$ cat src/common/virq_defines.vh
// Purpose: Constants for the virtual interrupt completion block
// Assumes: APB byte addresses, 32-bit words, four list entries
// Notes: Entry layout and all offsets are fixed here; the test's le() function repeats the entry layout
//
// Summary of operation
// - Four list entries hold the pending and active virtual interrupts.
// - Guest acknowledge, completion and deactivate accesses update list entries.
// - Deactivating a hardware-linked entry forwards deactivation to the distributor.
// - Completion naming an interrupt absent from every entry changes no entry.
// - Hardware-linked entries never hold active and pending together.
// - Guest sees a pending interrupt only when a list entry holds it.
// - Physical split mode set: hypervisor completion only drops running priority.
// - After priority drop, the lowered running priority gates new physical interrupts.
// - Dropped but undeactivated physical interrupt stays active, never re-signalled.
// - Virtual split clear, hardware-linked: guest completion deactivates both interrupts.
// - Virtual split set: only the guest deactivate write deactivates.
`ifndef VIRQ_DEFINES_VH
`define VIRQ_DEFINES_VH

`define ADDR_W 12
`define LE_COUNT 4
`define OFS_LE0 12'h000
`define OFS_LE1 12'h004
`define OFS_LE2 12'h008
`define OFS_LE3 12'h00C
`define OFS_VCTRL 12'h010
`define OFS_PCTRL 12'h014
`define OFS_VACK 12'h018
`define OFS_VEOI 12'h01C
`define OFS_VAEOI 12'h020
`define OFS_VDIR 12'h024
`define OFS_PACK 12'h028
`define OFS_PEOI 12'h02C
`define OFS_PAEOI 12'h030
`define OFS_PDIR 12'h034
`define OFS_STATUS 12'h038

`define LE_VID_LSB 0
`define LE_PID_LSB 10
`define LE_PRIO_LSB 23
`define LE_PEND_BIT 28
`define LE_ACT_BIT 29
`define LE_HW_BIT 31
`define LE_RST 32'h00000000

`define CTRL_EN_BIT 0
`define CTRL_SPLIT_BIT 9
`define CTRL_RST 10'h000

`define ST_MISS_BIT 0
`define ST_VPEND_BIT 1
`define ST_PACT_LSB 4
`define ST_PDROP_LSB 8

`define ID_SPURIOUS 10'h3FF
`define PRIO_IDLE 5'h1F

`endif

$ cat src/rtl/virq_completion.v
// Purpose: List entries, guest completion and physical priority drop
// Assumes: Inputs synchronous to core_clk_in; one APB transfer at a time
// Notes: Alias completion registers act like the plain ones
//
// Decided for this implementation: the APB interface to the registers and the placing of the registers.
`timescale 1ns/100ps
`include "virq_defines.vh"

module virq_completion (
  input wire core_clk_in,
  input wire resetn_in,
  input wire psel_in,
  input wire penable_in,
  input wire pwrite_in,
  input wire [11:0] paddr_in,
  input wire [31:0] pwdata_in,
  output wire [31:0] prdata_out,
  output wire pready_out,
  output wire pslverr_out,
  input wire phys_irq_req_in,
  input wire [9:0] phys_irq_id_in,
  input wire [4:0] phys_irq_prio_in,
  output wire phys_irq_out,
  output wire virt_irq_out,
  output wire dist_deact_out,
  output wire [9:0] dist_deact_id_out
);

////////////////////////////////////////////////////////////////////////
// Lookup helpers

  // Lowest index wins so duplicate entries resolve predictably
  function [2:0] find_virt;
    input [9:0] id;
    input [127:0] flat;
    integer k;
    begin
      find_virt = 3'h0;
      for (k = 3; k >= 0; k = k - 1) begin
        if (flat[k*32+`LE_ACT_BIT] && flat[k*32+`LE_VID_LSB +: 10] == id) begin
          find_virt = {1'b1, k[1:0]};
        end
      end
    end
  endfunction

  function [2:0] find_phys;
    input [9:0] id;
    input [39:0] ids;
    input [3:0] mask;
    integer k;
    begin
      find_phys = 3'h0;
      for (k = 3; k >= 0; k = k - 1) begin
        if (mask[k] && ids[k*10 +: 10] == id) begin
          find_phys = {1'b1, k[1:0]};
        end
      end
    end
  endfunction

////////////////////////////////////////////////////////////////////////
// State

  reg [31:0] le_q [0:3];
  reg [9:0] vctrl_q;
  reg [9:0] pctrl_q;
  reg [9:0] ps_id_q [0:3];
  reg [4:0] ps_prio_q [0:3];
  reg [3:0] ps_act_q;
  reg [3:0] ps_drop_q;
  reg miss_q;
  reg pready_q;
  reg pslverr_q;
  reg [31:0] prdata_q;
  reg ack_ok_q;
  reg [1:0] ack_idx_q;
  reg [4:0] ack_prio_q;
  reg virt_irq_q;
  reg phys_irq_q;
  reg dist_deact_q;
  reg [9:0] dist_deact_id_q;

  wire acc = psel_in & penable_in;
  wire setup_edge = acc & ~pready_q;
  wire done = acc & pready_q;
  wire [127:0] le_flat = {le_q[3], le_q[2], le_q[1], le_q[0]};
  wire [39:0] ps_ids = {ps_id_q[3], ps_id_q[2], ps_id_q[1], ps_id_q[0]};
  wire vsplit = vctrl_q[`CTRL_SPLIT_BIT];
  wire psplit = pctrl_q[`CTRL_SPLIT_BIT];
  wire [2:0] ve = find_virt(pwdata_in[9:0], le_flat);
  wire [31:0] ve_ent = le_q[ve[1:0]];
  wire [9:0] ve_pid = ve_ent[`LE_PID_LSB +: 10];
  wire [2:0] pe_live = find_phys(pwdata_in[9:0], ps_ids, ps_act_q & ~ps_drop_q);
  wire [2:0] pe_any = find_phys(pwdata_in[9:0], ps_ids, ps_act_q);
  wire [2:0] pe_fwd = find_phys(ve_pid, ps_ids, ps_act_q);
  wire [2:0] pe_busy = find_phys(phys_irq_id_in, ps_ids, ps_act_q);

////////////////////////////////////////////////////////////////////////
// Combinational search

  reg vp_found;
  reg [1:0] vp_idx;
  reg free_found;
  reg [1:0] free_idx;
  reg [4:0] run_prio;
  reg phys_sig;
  integer i;
  // Separate index for the clocked loop; sharing i would give it two drivers
  integer j;

  always @* begin
    vp_found = 1'b0;
    vp_idx = 2'h0;
    free_found = 1'b0;
    free_idx = 2'h0;
    run_prio = `PRIO_IDLE;
    for (i = 3; i >= 0; i = i - 1) begin
      // Only listed entries are candidates for the guest
      if (le_q[i][`LE_PEND_BIT] && !le_q[i][`LE_ACT_BIT]) begin
        vp_found = 1'b1;
        vp_idx = i[1:0];
      end
      if (!ps_act_q[i]) begin
        free_found = 1'b1;
        free_idx = i[1:0];
      end
      // Dropped slots no longer hold the running priority
      if (ps_act_q[i] && !ps_drop_q[i] && ps_prio_q[i] < run_prio) begin
        run_prio = ps_prio_q[i];
      end
    end
    // An active (even dropped) identifier is never signalled again
    phys_sig = pctrl_q[`CTRL_EN_BIT] & phys_irq_req_in & ~pe_busy[2] &
               free_found & (phys_irq_prio_in < run_prio);
  end

////////////////////////////////////////////////////////////////////////
// APB answer: pready rises one cycle into the access phase

  reg [31:0] rd_d;
  reg err_d;

  always @* begin
    rd_d = 32'h00000000;
    err_d = 1'b0;
    case (paddr_in)
      `OFS_LE0, `OFS_LE1, `OFS_LE2, `OFS_LE3: begin
        rd_d = le_q[paddr_in[3:2]];
      end
      `OFS_VCTRL: begin
        rd_d = {22'h000000, vctrl_q};
      end
      `OFS_PCTRL: begin
        rd_d = {22'h000000, pctrl_q};
      end
      `OFS_VACK: begin
        if (vp_found && vctrl_q[`CTRL_EN_BIT]) begin
          rd_d = {22'h000000, le_q[vp_idx][`LE_VID_LSB +: 10]};
        end else begin
          rd_d = {22'h000000, `ID_SPURIOUS};
        end
      end
      `OFS_PACK: begin
        rd_d = {22'h000000, phys_sig ? phys_irq_id_in : `ID_SPURIOUS};
      end
      `OFS_STATUS: begin
        rd_d[`ST_MISS_BIT] = miss_q;
        rd_d[`ST_VPEND_BIT] = vp_found;
        rd_d[`ST_PACT_LSB +: 4] = ps_act_q;
        rd_d[`ST_PDROP_LSB +: 4] = ps_drop_q;
      end
      `OFS_VEOI, `OFS_VAEOI, `OFS_VDIR, `OFS_PEOI, `OFS_PAEOI, `OFS_PDIR: begin
        rd_d = 32'h00000000;
      end
      default: begin
        err_d = 1'b1;
      end
    endcase
  end

  always @(posedge core_clk_in) begin
    if (!resetn_in) begin
      pready_q <= 1'b0;
      pslverr_q <= 1'b0;
      prdata_q <= 32'h00000000;
      ack_ok_q <= 1'b0;
      ack_idx_q <= 2'h0;
      ack_prio_q <= `PRIO_IDLE;
    end else begin
      pready_q <= setup_edge;
      if (setup_edge) begin
        prdata_q <= pwrite_in ? 32'h00000000 : rd_d;
        pslverr_q <= err_d;
        // Acknowledge choice is frozen here so the read data and the
        // state change at completion always agree
        if (paddr_in == `OFS_VACK) begin
          ack_ok_q <= vp_found & vctrl_q[`CTRL_EN_BIT];
          ack_idx_q <= vp_idx;
        end else begin
          ack_ok_q <= phys_sig;
          ack_idx_q <= free_idx;
          ack_prio_q <= phys_irq_prio_in;
        end
      end else begin
        pslverr_q <= 1'b0;
      end
    end
  end

////////////////////////////////////////////////////////////////////////
// Register effects, taken at the completing edge only

  reg [31:0] wr_le;

  always @* begin
    wr_le = pwdata_in;
    // Combined state is for hypervisor-made entries only
    if (wr_le[`LE_HW_BIT] && wr_le[`LE_ACT_BIT]) begin
      wr_le[`LE_PEND_BIT] = 1'b0;
    end
  end

  always @(posedge core_clk_in) begin
    if (!resetn_in) begin
      for (j = 0; j < 4; j = j + 1) begin
        le_q[j] <= `LE_RST;
        ps_id_q[j] <= 10'h000;
        ps_prio_q[j] <= `PRIO_IDLE;
      end
      vctrl_q <= `CTRL_RST;
      pctrl_q <= `CTRL_RST;
      ps_act_q <= 4'h0;
      ps_drop_q <= 4'h0;
      miss_q <= 1'b0;
      dist_deact_q <= 1'b0;
      dist_deact_id_q <= 10'h000;
    end else begin
      dist_deact_q <= 1'b0;
      if (done && pwrite_in) begin
        case (paddr_in)
          `OFS_LE0, `OFS_LE1, `OFS_LE2, `OFS_LE3: begin
            le_q[paddr_in[3:2]] <= wr_le;
          end
          `OFS_VCTRL: begin
            vctrl_q <= pwdata_in[9:0];
          end
          `OFS_PCTRL: begin
            pctrl_q <= pwdata_in[9:0];
          end
          `OFS_VEOI, `OFS_VAEOI: begin
            if (ve[2]) begin
              // Split mode leaves the entry active for a later deactivate
              if (!vsplit) begin
                le_q[ve[1:0]][`LE_ACT_BIT] <= 1'b0;
                if (ve_ent[`LE_HW_BIT]) begin
                  dist_deact_q <= 1'b1;
                  dist_deact_id_q <= ve_pid;
                  if (pe_fwd[2]) begin
                    ps_act_q[pe_fwd[1:0]] <= 1'b0;
                    ps_drop_q[pe_fwd[1:0]] <= 1'b0;
                  end
                end
              end
            end else begin
              // No entry touched; only the sticky miss flag records it
              miss_q <= 1'b1;
            end
          end
          `OFS_VDIR: begin
            if (ve[2] && vsplit) begin
              le_q[ve[1:0]][`LE_ACT_BIT] <= 1'b0;
              // Entries without the link leave the physical side alone
              if (ve_ent[`LE_HW_BIT]) begin
                dist_deact_q <= 1'b1;
                dist_deact_id_q <= ve_pid;
                if (pe_fwd[2]) begin
                  ps_act_q[pe_fwd[1:0]] <= 1'b0;
                  ps_drop_q[pe_fwd[1:0]] <= 1'b0;
                end
              end
            end
          end
          `OFS_PEOI, `OFS_PAEOI: begin
            if (pe_live[2]) begin
              if (psplit) begin
                ps_drop_q[pe_live[1:0]] <= 1'b1;
              end else begin
                ps_act_q[pe_live[1:0]] <= 1'b0;
                dist_deact_q <= 1'b1;
                dist_deact_id_q <= pwdata_in[9:0];
              end
            end
          end
          `OFS_PDIR: begin
            if (pe_any[2]) begin
              ps_act_q[pe_any[1:0]] <= 1'b0;
              ps_drop_q[pe_any[1:0]] <= 1'b0;
              dist_deact_q <= 1'b1;
              dist_deact_id_q <= pwdata_in[9:0];
            end
          end
          `OFS_STATUS: begin
            if (pwdata_in[`ST_MISS_BIT]) begin
              miss_q <= 1'b0;
            end
          end
          default: begin
            miss_q <= miss_q;
          end
        endcase
      end
      if (done && !pwrite_in && ack_ok_q) begin
        if (paddr_in == `OFS_VACK) begin
          le_q[ack_idx_q][`LE_PEND_BIT] <= 1'b0;
          le_q[ack_idx_q][`LE_ACT_BIT] <= 1'b1;
        end else if (paddr_in == `OFS_PACK) begin
          ps_act_q[ack_idx_q] <= 1'b1;
          ps_drop_q[ack_idx_q] <= 1'b0;
          ps_id_q[ack_idx_q] <= prdata_q[9:0];
          ps_prio_q[ack_idx_q] <= ack_prio_q;
        end
      end
    end
  end

////////////////////////////////////////////////////////////////////////
// Registered outputs

  always @(posedge core_clk_in) begin
    if (!resetn_in) begin
      virt_irq_q <= 1'b0;
      phys_irq_q <= 1'b0;
    end else begin
      virt_irq_q <= vctrl_q[`CTRL_EN_BIT] & vp_found;
      phys_irq_q <= phys_sig;
    end
  end

  assign prdata_out = prdata_q;
  assign pready_out = pready_q;
  assign pslverr_out = pslverr_q;
  assign virt_irq_out = virt_irq_q;
  assign phys_irq_out = phys_irq_q;
  assign dist_deact_out = dist_deact_q;
  assign dist_deact_id_out = dist_deact_id_q;

endmodule // virq_completion

$ cat config.mk
export PLATFORM = sky130hd
export DESIGN_NAME = virq_completion
export DESIGN_NICKNAME = d
export VERILOG_FILES = /design/src/rtl/virq_completion.v
export VERILOG_INCLUDE_DIRS = /design/src /design/src/common
export SDC_FILE = /design/constraint.sdc
export NUM_CORES = 1
export LEC_CHECK = 0
export ABC_CLOCK_PERIOD_IN_PS = 5600
export BUFFER_PORTS_ARGS = -buffer_cell sky130_fd_sc_hd__buf_2
export CAP_MARGIN = 5
export CORE_MARGIN = 2
export CORE_UTILIZATION = 50
export DETAILED_ROUTE_END_ITERATION = 8
export MAX_ROUTING_LAYER = met4
export PLACE_DENSITY = 0.79
export REMOVE_ABC_BUFFERS = 1
export SETUP_SLACK_MARGIN = 0.2
export SLEW_MARGIN = 15
export SYNTH_ARGS = -nofsm -noshare
export SYNTH_HDL_FRONTEND = slang
export SYNTH_SLANG_ARGS = --single-unit
$ cat constraint.sdc
create_clock -name core_clk_in -period 5.6 [get_ports core_clk_in]
set_input_delay 0.84 -clock core_clk_in [delete_from_list [all_inputs] [get_ports core_clk_in]]
set_output_delay 0.84 -clock core_clk_in [all_outputs]
set_load 0.01 [all_outputs]
==> flow_metrics.py, run 1 <==
metrics = {
    "timing": {
        "min_period_ps": 5670,
        "slew_headroom": 0.2788,
        "skew_ps": 21.84,
        "fin_ws_ps": -69.94,
        "worst_pin_slew_ps": 1082,
        "setup_viol": 4,
        "slew_violations": 0,
        "grt_setup_unrepaired": "yes",
        "min_period_over_period": 1.012,
        "finalHoldViolations": 0,
        "clock.fmax_ghz": 0.1764,
    },
    "finish": {
        "fin_area_mm2": 0.01832,
        "layout_common_cells": "nor2_1 (221), edfxtp_1 (188), nand2_1 (178)",
        "area_growth_syn_to_layout_pct": 16.08,
        "final-seq-area_mm2": 0.007328,
        "drive_gt1_frac": 0.1924,
        "fin_nets": 1839,
        "nFillCells": 2626,
        "final_common_cell": "nor2_1",
        "multi_input_area_mm2": 0.007970,
    },
    "global_route": {
        "grt_start_max_net_pins": 48,
        "grt_pass1_vias": 13538,
        "antenna_found_initial": 1,
        "overflow": 0,
        "grt_usage": 0.3326,
        "grt_pass1_wl_um": 81100,
    },
    "cts": {
        "cts_sinks": 272,
        "clk_pin_slew_ps": 60,
        "hold_buffers": 0,
        "htreeDepth": 1,
        "numCtsBuffers": 30,
        "clock_latency_ps": 580,
        "cts_max_path_buffers": 3,
        "cts_tree": "yes",
        "cts_root_buffer": "clkbuf_16",
    },
    "route": {
        "drt_iter0_drc": 1850,
        "firstDrtPassIters": 8,
        "wl_per_cell_um": 24.53,
        "ant_nets": 0,
        "wl_um": 53740,
        "routed_via_density": 6.363,
        "drc": 0,
        "vias": 13941,
    },
    "worst_setup_path": {
        "crit_arrival_ps": 6100,
        "reg2regPathDepth": 29,
        "end_kind": "flip-flop",
        "crit_slowest_cell": "a2111oi_4",
        "slowest_delay_ps": 350,
        "critPathMostFrequentCell": "a21o_1",
        "crit_required_ps": 6030,
        "worstSetupPathType": "flip-flop to flip-flop",
        "path_max_fanout": 6,
        "start_kind": "flip-flop",
    },
    "logic_synthesis": {
        "synthTopCellsByArea": "edfxtp_1 (36%), dfxtp_1 (11%), nor2_1 (5.3%), xnor2_1 (4.9%), mux4_2 (4.6%)",
        "synth_ff_type": "edfxtp_1",
        "yosysTopAreaCell": "edfxtp_1",
        "ys_ff_latch": 272,
        "ys_seq_area_frac": 0.4642,
        "synth_top_cell_area_share": 0.3576,
        "syn_area_mm2": 0.01579,
        "ys_warn_count": 0,
        "synth.avg_cell_area_um2": 9.590,
        "ys_types": 79,
        "postSynthCellCount": 1646,
        "async_flop_share": 0,
        "synth-edff-count": 188,
    },
    "placed_design": {
        "preCtsSetupSlack_ps": -546.3,
        "port_buffers": 111,
        "postPlaceCellArea_mm2": 0.01699,
        "gp_congestion": 1.016,
        "place.detailed.hpwl_um": 38830,
    },
    "pwr": {
        "ir_drop_mv": 0.3003,
        "power.density_mw_per_mm2": 254.3,
        "power_w": 0.004660,
        "power.leakage_nw": 6.792,
    },
    "worst_hold_path": {
        "min_path_cells": 2,
        "min_path_type": "flip-flop to flip-flop",
    },
    "die": {
        "start_util": 0.5041,
        "row_count": 65,
        "die_w_um": 181.7,
        "die_y_um": 181.7,
        "die-area_mm2": 0.03301,
        "core_mm2": 0.03131,
        "ios": 112,
    },
    "outcome": {
        "outcome": "finished, violations left",
        "violations": "setup timing",
    },
    "flow_run": {
        "cap_violations": 0,
    },
}
-- worst paths after layout --
path                                   start             to  slack [ps]
worst max-delay path            ps_drop_q[3]  prdata_out[3]         -70
worst min-delay path              pctrl_q[7]     pctrl_q[7]         450
worst max register to register  ps_drop_q[3]  prdata_out[3]         -70
worst min register to register    pctrl_q[7]     pctrl_q[7]         450
-- synth_stat cells (all sizes together) (15+ instances only) --
| library cell | count |
|---|---|
| nand3 | 50 |
| xor2 | 53 |
| nand2 | 179 |
| o21ai | 54 |
| clkbuf | 74 |
| nor2 | 224 |
| a22oi | 21 |
| edfxtp | 188 |
| inv | 78 |
| buf | 31 |
| a31oi | 19 |
| nor2b | 25 |
| nand4 | 58 |
| a21oi | 84 |
| dfxtp | 84 |
| mux4 | 32 |
| xnor2 | 93 |
| nor3 | 34 |
| nor4 | 20 |
| a211oi | 17 |
| mux2i | 31 |
| nand2b | 15 |
| and3 | 16 |
| and2 | 16 |
| o31ai | 16 |
-- per-stage QoR --
step	hold WS [ps]	TNS [ps]	cells	utilization
2_1_floorplan	431.2	-7865	1541	-
5_1_grt	472.4	-2881	2191	0.5852
4_1_cts	452.3	0	2189	0.5828
3_3_place_gp	438.5	-3367	2129	0.5425
6_report	454.2	-105.9	2191	0.5852
3_5_place_dp	443.2	-5640	2129	0.5425
-- critical path, delay by kind of cell, from the launching register on --
family | cells | cell delay, ps
buffers and inverters | 4 | 580
AND/OR/NAND/NOR | 4 | 650
multiplexers | 2 | 620
flip-flops | 1 | 320
adder cells (fa/ha/maj) | 4 | 760
AO/OA/AOI/OAI | 15 | 2600
-- routing by layer --
layer | wire [um] | global-route usage | vias up
met5 | 0 | - | -
met4 | 2698 | 0.1509 | 0
met3 | 5803 | 0.05395 | 208
met2 | 25130 | 0.5269 | 899
met1 | 20110 | 0.4217 | 6670
li1 | - | - | 6164
-- cell families after synthesis --
| family | count (synthesis) | synth area share |
|---|---|---|
| AO/OA/AOI/OAI | 290 | 0.1195 |
| flip-flops | 272 | 0.4642 |
| XOR/XNOR | 146 | 0.08362 |
| AND/OR/NAND/NOR | 669 | 0.2000 |
| multiplexers | 75 | 0.07387 |
| buffers and inverters | 183 | 0.05025 |
| adder cells (fa/ha/maj) | 11 | 0.008561 |
-- power breakdown --
group	switching (W)	total (W)	internal [W]
logic	0.000246	0.000392	0.000146
clock network	0.000839	0.00203	0.00119
registers	0.0000523	0.00224	0.00219
total	0.00114	0.00466	0.00352
-- area by class of cell --
cell class | instances | area share
antenna | 1 | 0.0001366
clock buffer | 44 | 0.04834
clock inverter | 12 | 0.006555
inverter | 78 | 0.01598
multi-input combinational | 1191 | 0.4350
sequential | 272 | 0.3999
tap | 402 | 0.02745
timing repair buffer | 191 | 0.06664
-- timing repair --
action / 4_1_cts / 5_1_grt
hold endpoints to repair: 0 / 0
gates cloned: 1 / 0
pin swaps: 28 / 4
resized for setup: 45 / 11
buffers inserted: 3 / 1
setup endpoints to repair: 12 / 12
-- state kept, by name (all words and copies together), names as in the netlist, 2 cells and up --
signal / count
ack_idx_q: 2
ack_prio_q: 5
dist_deact_id_out: 10
le_q: 128
pctrl_q: 10
prdata_out: 32
ps_act_q: 4
ps_drop_q: 4
ps_id_q: 40
ps_prio_q: 20
vctrl_q: 10
No activity file was read; power rests on OpenSTA's default activity.
==> inputs of run 2 (changes only) <==
--- a/config.mk
+++ b/config.mk
@@ -14,6 +14,7 @@
 export DETAILED_ROUTE_END_ITERATION = 8
 export MAX_ROUTING_LAYER = met4
 export PLACE_DENSITY = 0.79
+export RECOVER_POWER = 25
 export REMOVE_ABC_BUFFERS = 1
 export SETUP_SLACK_MARGIN = 0.2
 export SLEW_MARGIN = 15
==> run 2 against run 1 <==
The flow finishes with violations (capacitance limit, slew limit, setup timing). Highest routed layer unchanged. Flip-flop and latch count unchanged. Largest power group unchanged. Sequential share of layout area increased by 0.17 points. Critical path depth unchanged. Non-clock buffer count unchanged. Combinational power about the same. Fmax about the same. Hold slack got worse by 0.91 ps. Routed wire length increased by 0.21%. Final cell count about the same. Clock power about the same. Worst setup slack got worse by 4.7 ps. Die area unchanged.
==> flow_metrics.py, run 2 (synthesis gave the netlist of run 1 again) <==
metrics = {
    "worst_setup_path": {
        "start_kind": "flip-flop",
        "slowest_delay_ps": 340,
        "crit_required_ps": 6030,
        "critPathMostFrequentCell": "a21o_1",
        "path_max_fanout": 6,
        "reg2reg_slack_ps": -70,
        "end_kind": "flip-flop",
        "crit_slowest_cell": "mux2_4",
        "worstSetupPathType": "flip-flop to flip-flop",
        "crit_arrival_ps": 6100,
    },
    "finish": {
        "drive_gt1_frac": 0.1622,
        "layout_common_cells": "nor2_1 (221), edfxtp_1 (188), nand2_1 (178)",
        "nFillCells": 2643,
        "fin_area_mm2": 0.01825,
        "area_growth_syn_to_layout_pct": 15.58,
        "fin_cells": 2192,
        "multi_input_area_mm2": 0.007965,
        "fin_nets": 1839,
        "final_core_util": 0.5827,
        "final_common_cell": "nor2_1",
        "final-seq-area_mm2": 0.007328,
        "top_register": "le_q",
        "largest_register_ffs": 128,
    },
    "timing": {
        "slew_violations": 32,
        "slew_headroom": -0.1742,
        "worst_pin_slew_ps": 1761,
        "min_period_over_period": 1.013,
        "fin_ws_ps": -74.65,
        "finalHoldViolations": 0,
        "skew_ps": 25.98,
        "clock.fmax_ghz": 0.1762,
        "min_period_ps": 5675,
        "grt_setup_unrepaired": "yes",
        "setup_viol": 9,
    },
    "global_route": {
        "grt_usage": 0.3326,
        "grt_pass1_wl_um": 81100,
        "antenna_found_initial": 1,
        "grt_start_max_net_pins": 48,
        "overflow": 0,
        "grt_pass1_vias": 13538,
    },
    "cts": {
        "cts_root_buffer": "clkbuf_16",
        "hold_buffers": 0,
        "cts_tree": "yes",
        "clk_pin_slew_ps": 70,
        "cts_sinks": 272,
        "clock_latency_ps": 580,
        "htreeDepth": 1,
        "cts_max_path_buffers": 3,
        "numCtsBuffers": 30,
    },
    "outcome": {
        "violations": "capacitance limit, slew limit, setup timing",
        "outcome": "finished, violations left",
    },
    "route": {
        "drc": 0,
        "wl_per_cell_um": 24.57,
        "wl_um": 53850,
        "ant_nets": 0,
        "firstDrtPassIters": 6,
        "routed_via_density": 6.408,
        "vias": 14047,
        "drt_iter0_drc": 1893,
    },
    "die": {
        "die-area_mm2": 0.03301,
        "die_w_um": 181.7,
        "ios": 112,
        "start_util": 0.5041,
        "core_mm2": 0.03131,
        "row_count": 65,
        "die_y_um": 181.7,
    },
    "placed_design": {
        "place.detailed.hpwl_um": 38830,
        "gp_congestion": 1.016,
        "dpl.cell_count": 2129,
        "postPlaceCellArea_mm2": 0.01699,
        "preCtsSetupSlack_ps": -546.3,
        "port_buffers": 111,
    },
    "pwr": {
        "ir_drop_mv": 0.3004,
        "power.density_mw_per_mm2": 255.3,
        "power.leakage_nw": 6.562,
    },
    "flow_run": {
        "cap_violations": 1,
    },
    "worst_hold_path": {
        "min_path_type": "flip-flop to flip-flop",
    },
}
## run 2: changes by cell type in the layout (fill, tap and decap cells not counted), sizes merged
cell    delta
diode      +1
buf       -53
clkbuf    +53
## run 2: where the power goes
part / leakage [nW] / switching [W] / internal, W / total, W
registers: 2.55 / 0.0000521 / 0.00219 / 0.00224
logic: 3.52 / 0.000246 / 0.000146 / 0.000392
clock network: 0.497 / 0.000837 / 0.00119 / 0.00202
total: 6.56 / 0.00114 / 0.00352 / 0.00466
## run 2: worst max-delay path: cells and delay by family (launching register included)
family	cells	cell delay (ps)
AOI/OAI and AO/OA	15	2600
adders and majority gates	4	770
buffers and inverters	4	590
DFF	1	320
muxes	2	620
and+or+nand+nor	4	650
## run 2: through the flow
step	setup TNS, ps	power, W	hold slack [ps]
detailed placement	-5640	0.002661	443.2
floorplan	-7865	0.002470	431.2
CTS	0	0.004650	452.3
global route	-2881	0.004766	472.4
global placement	-3367	0.002653	438.5
finish	-165.6	0.004658	453.3
## run 2: worst paths after layout
kind,startpoint,endpoint,cells after the start
max,ps_drop_q[3],prdata_out[3],29
max reg2reg,ps_drop_q[3],prdata_out[3],29
min,vctrl_q[7],vctrl_q[7],2
min reg2reg,vctrl_q[7],vctrl_q[7],2
## run 2: what timing repair did
item                                    in CTS  in global routing
endpoints found under the setup margin      12                 12
resized for setup                           45                 11
pin swaps                                   28                  4
buffers inserted                             3                  1
cloned                                       1                  0
endpoints found under the hold margin        0                  0
## run 2: area by class of cell
cell class / count / share of cell area
Tap cell: 402 / 0.02757
Clock buffer: 44 / 0.04855
Sequential cell: 272 / 0.4017
Timing Repair Buffer: 191 / 0.06275
Inverter: 78 / 0.01605
Clock inverter: 12 / 0.006583
Antenna cell: 2 / 0.0002743
Multi-Input combinational cell: 1191 / 0.4366
## run 2: routing by layer
layer	part of all wire	global-route usage
met1	0.38	0.4217
met2	0.47	0.5269
met3	0.11	0.05395
met4	0.050	0.1509
met5	0	-
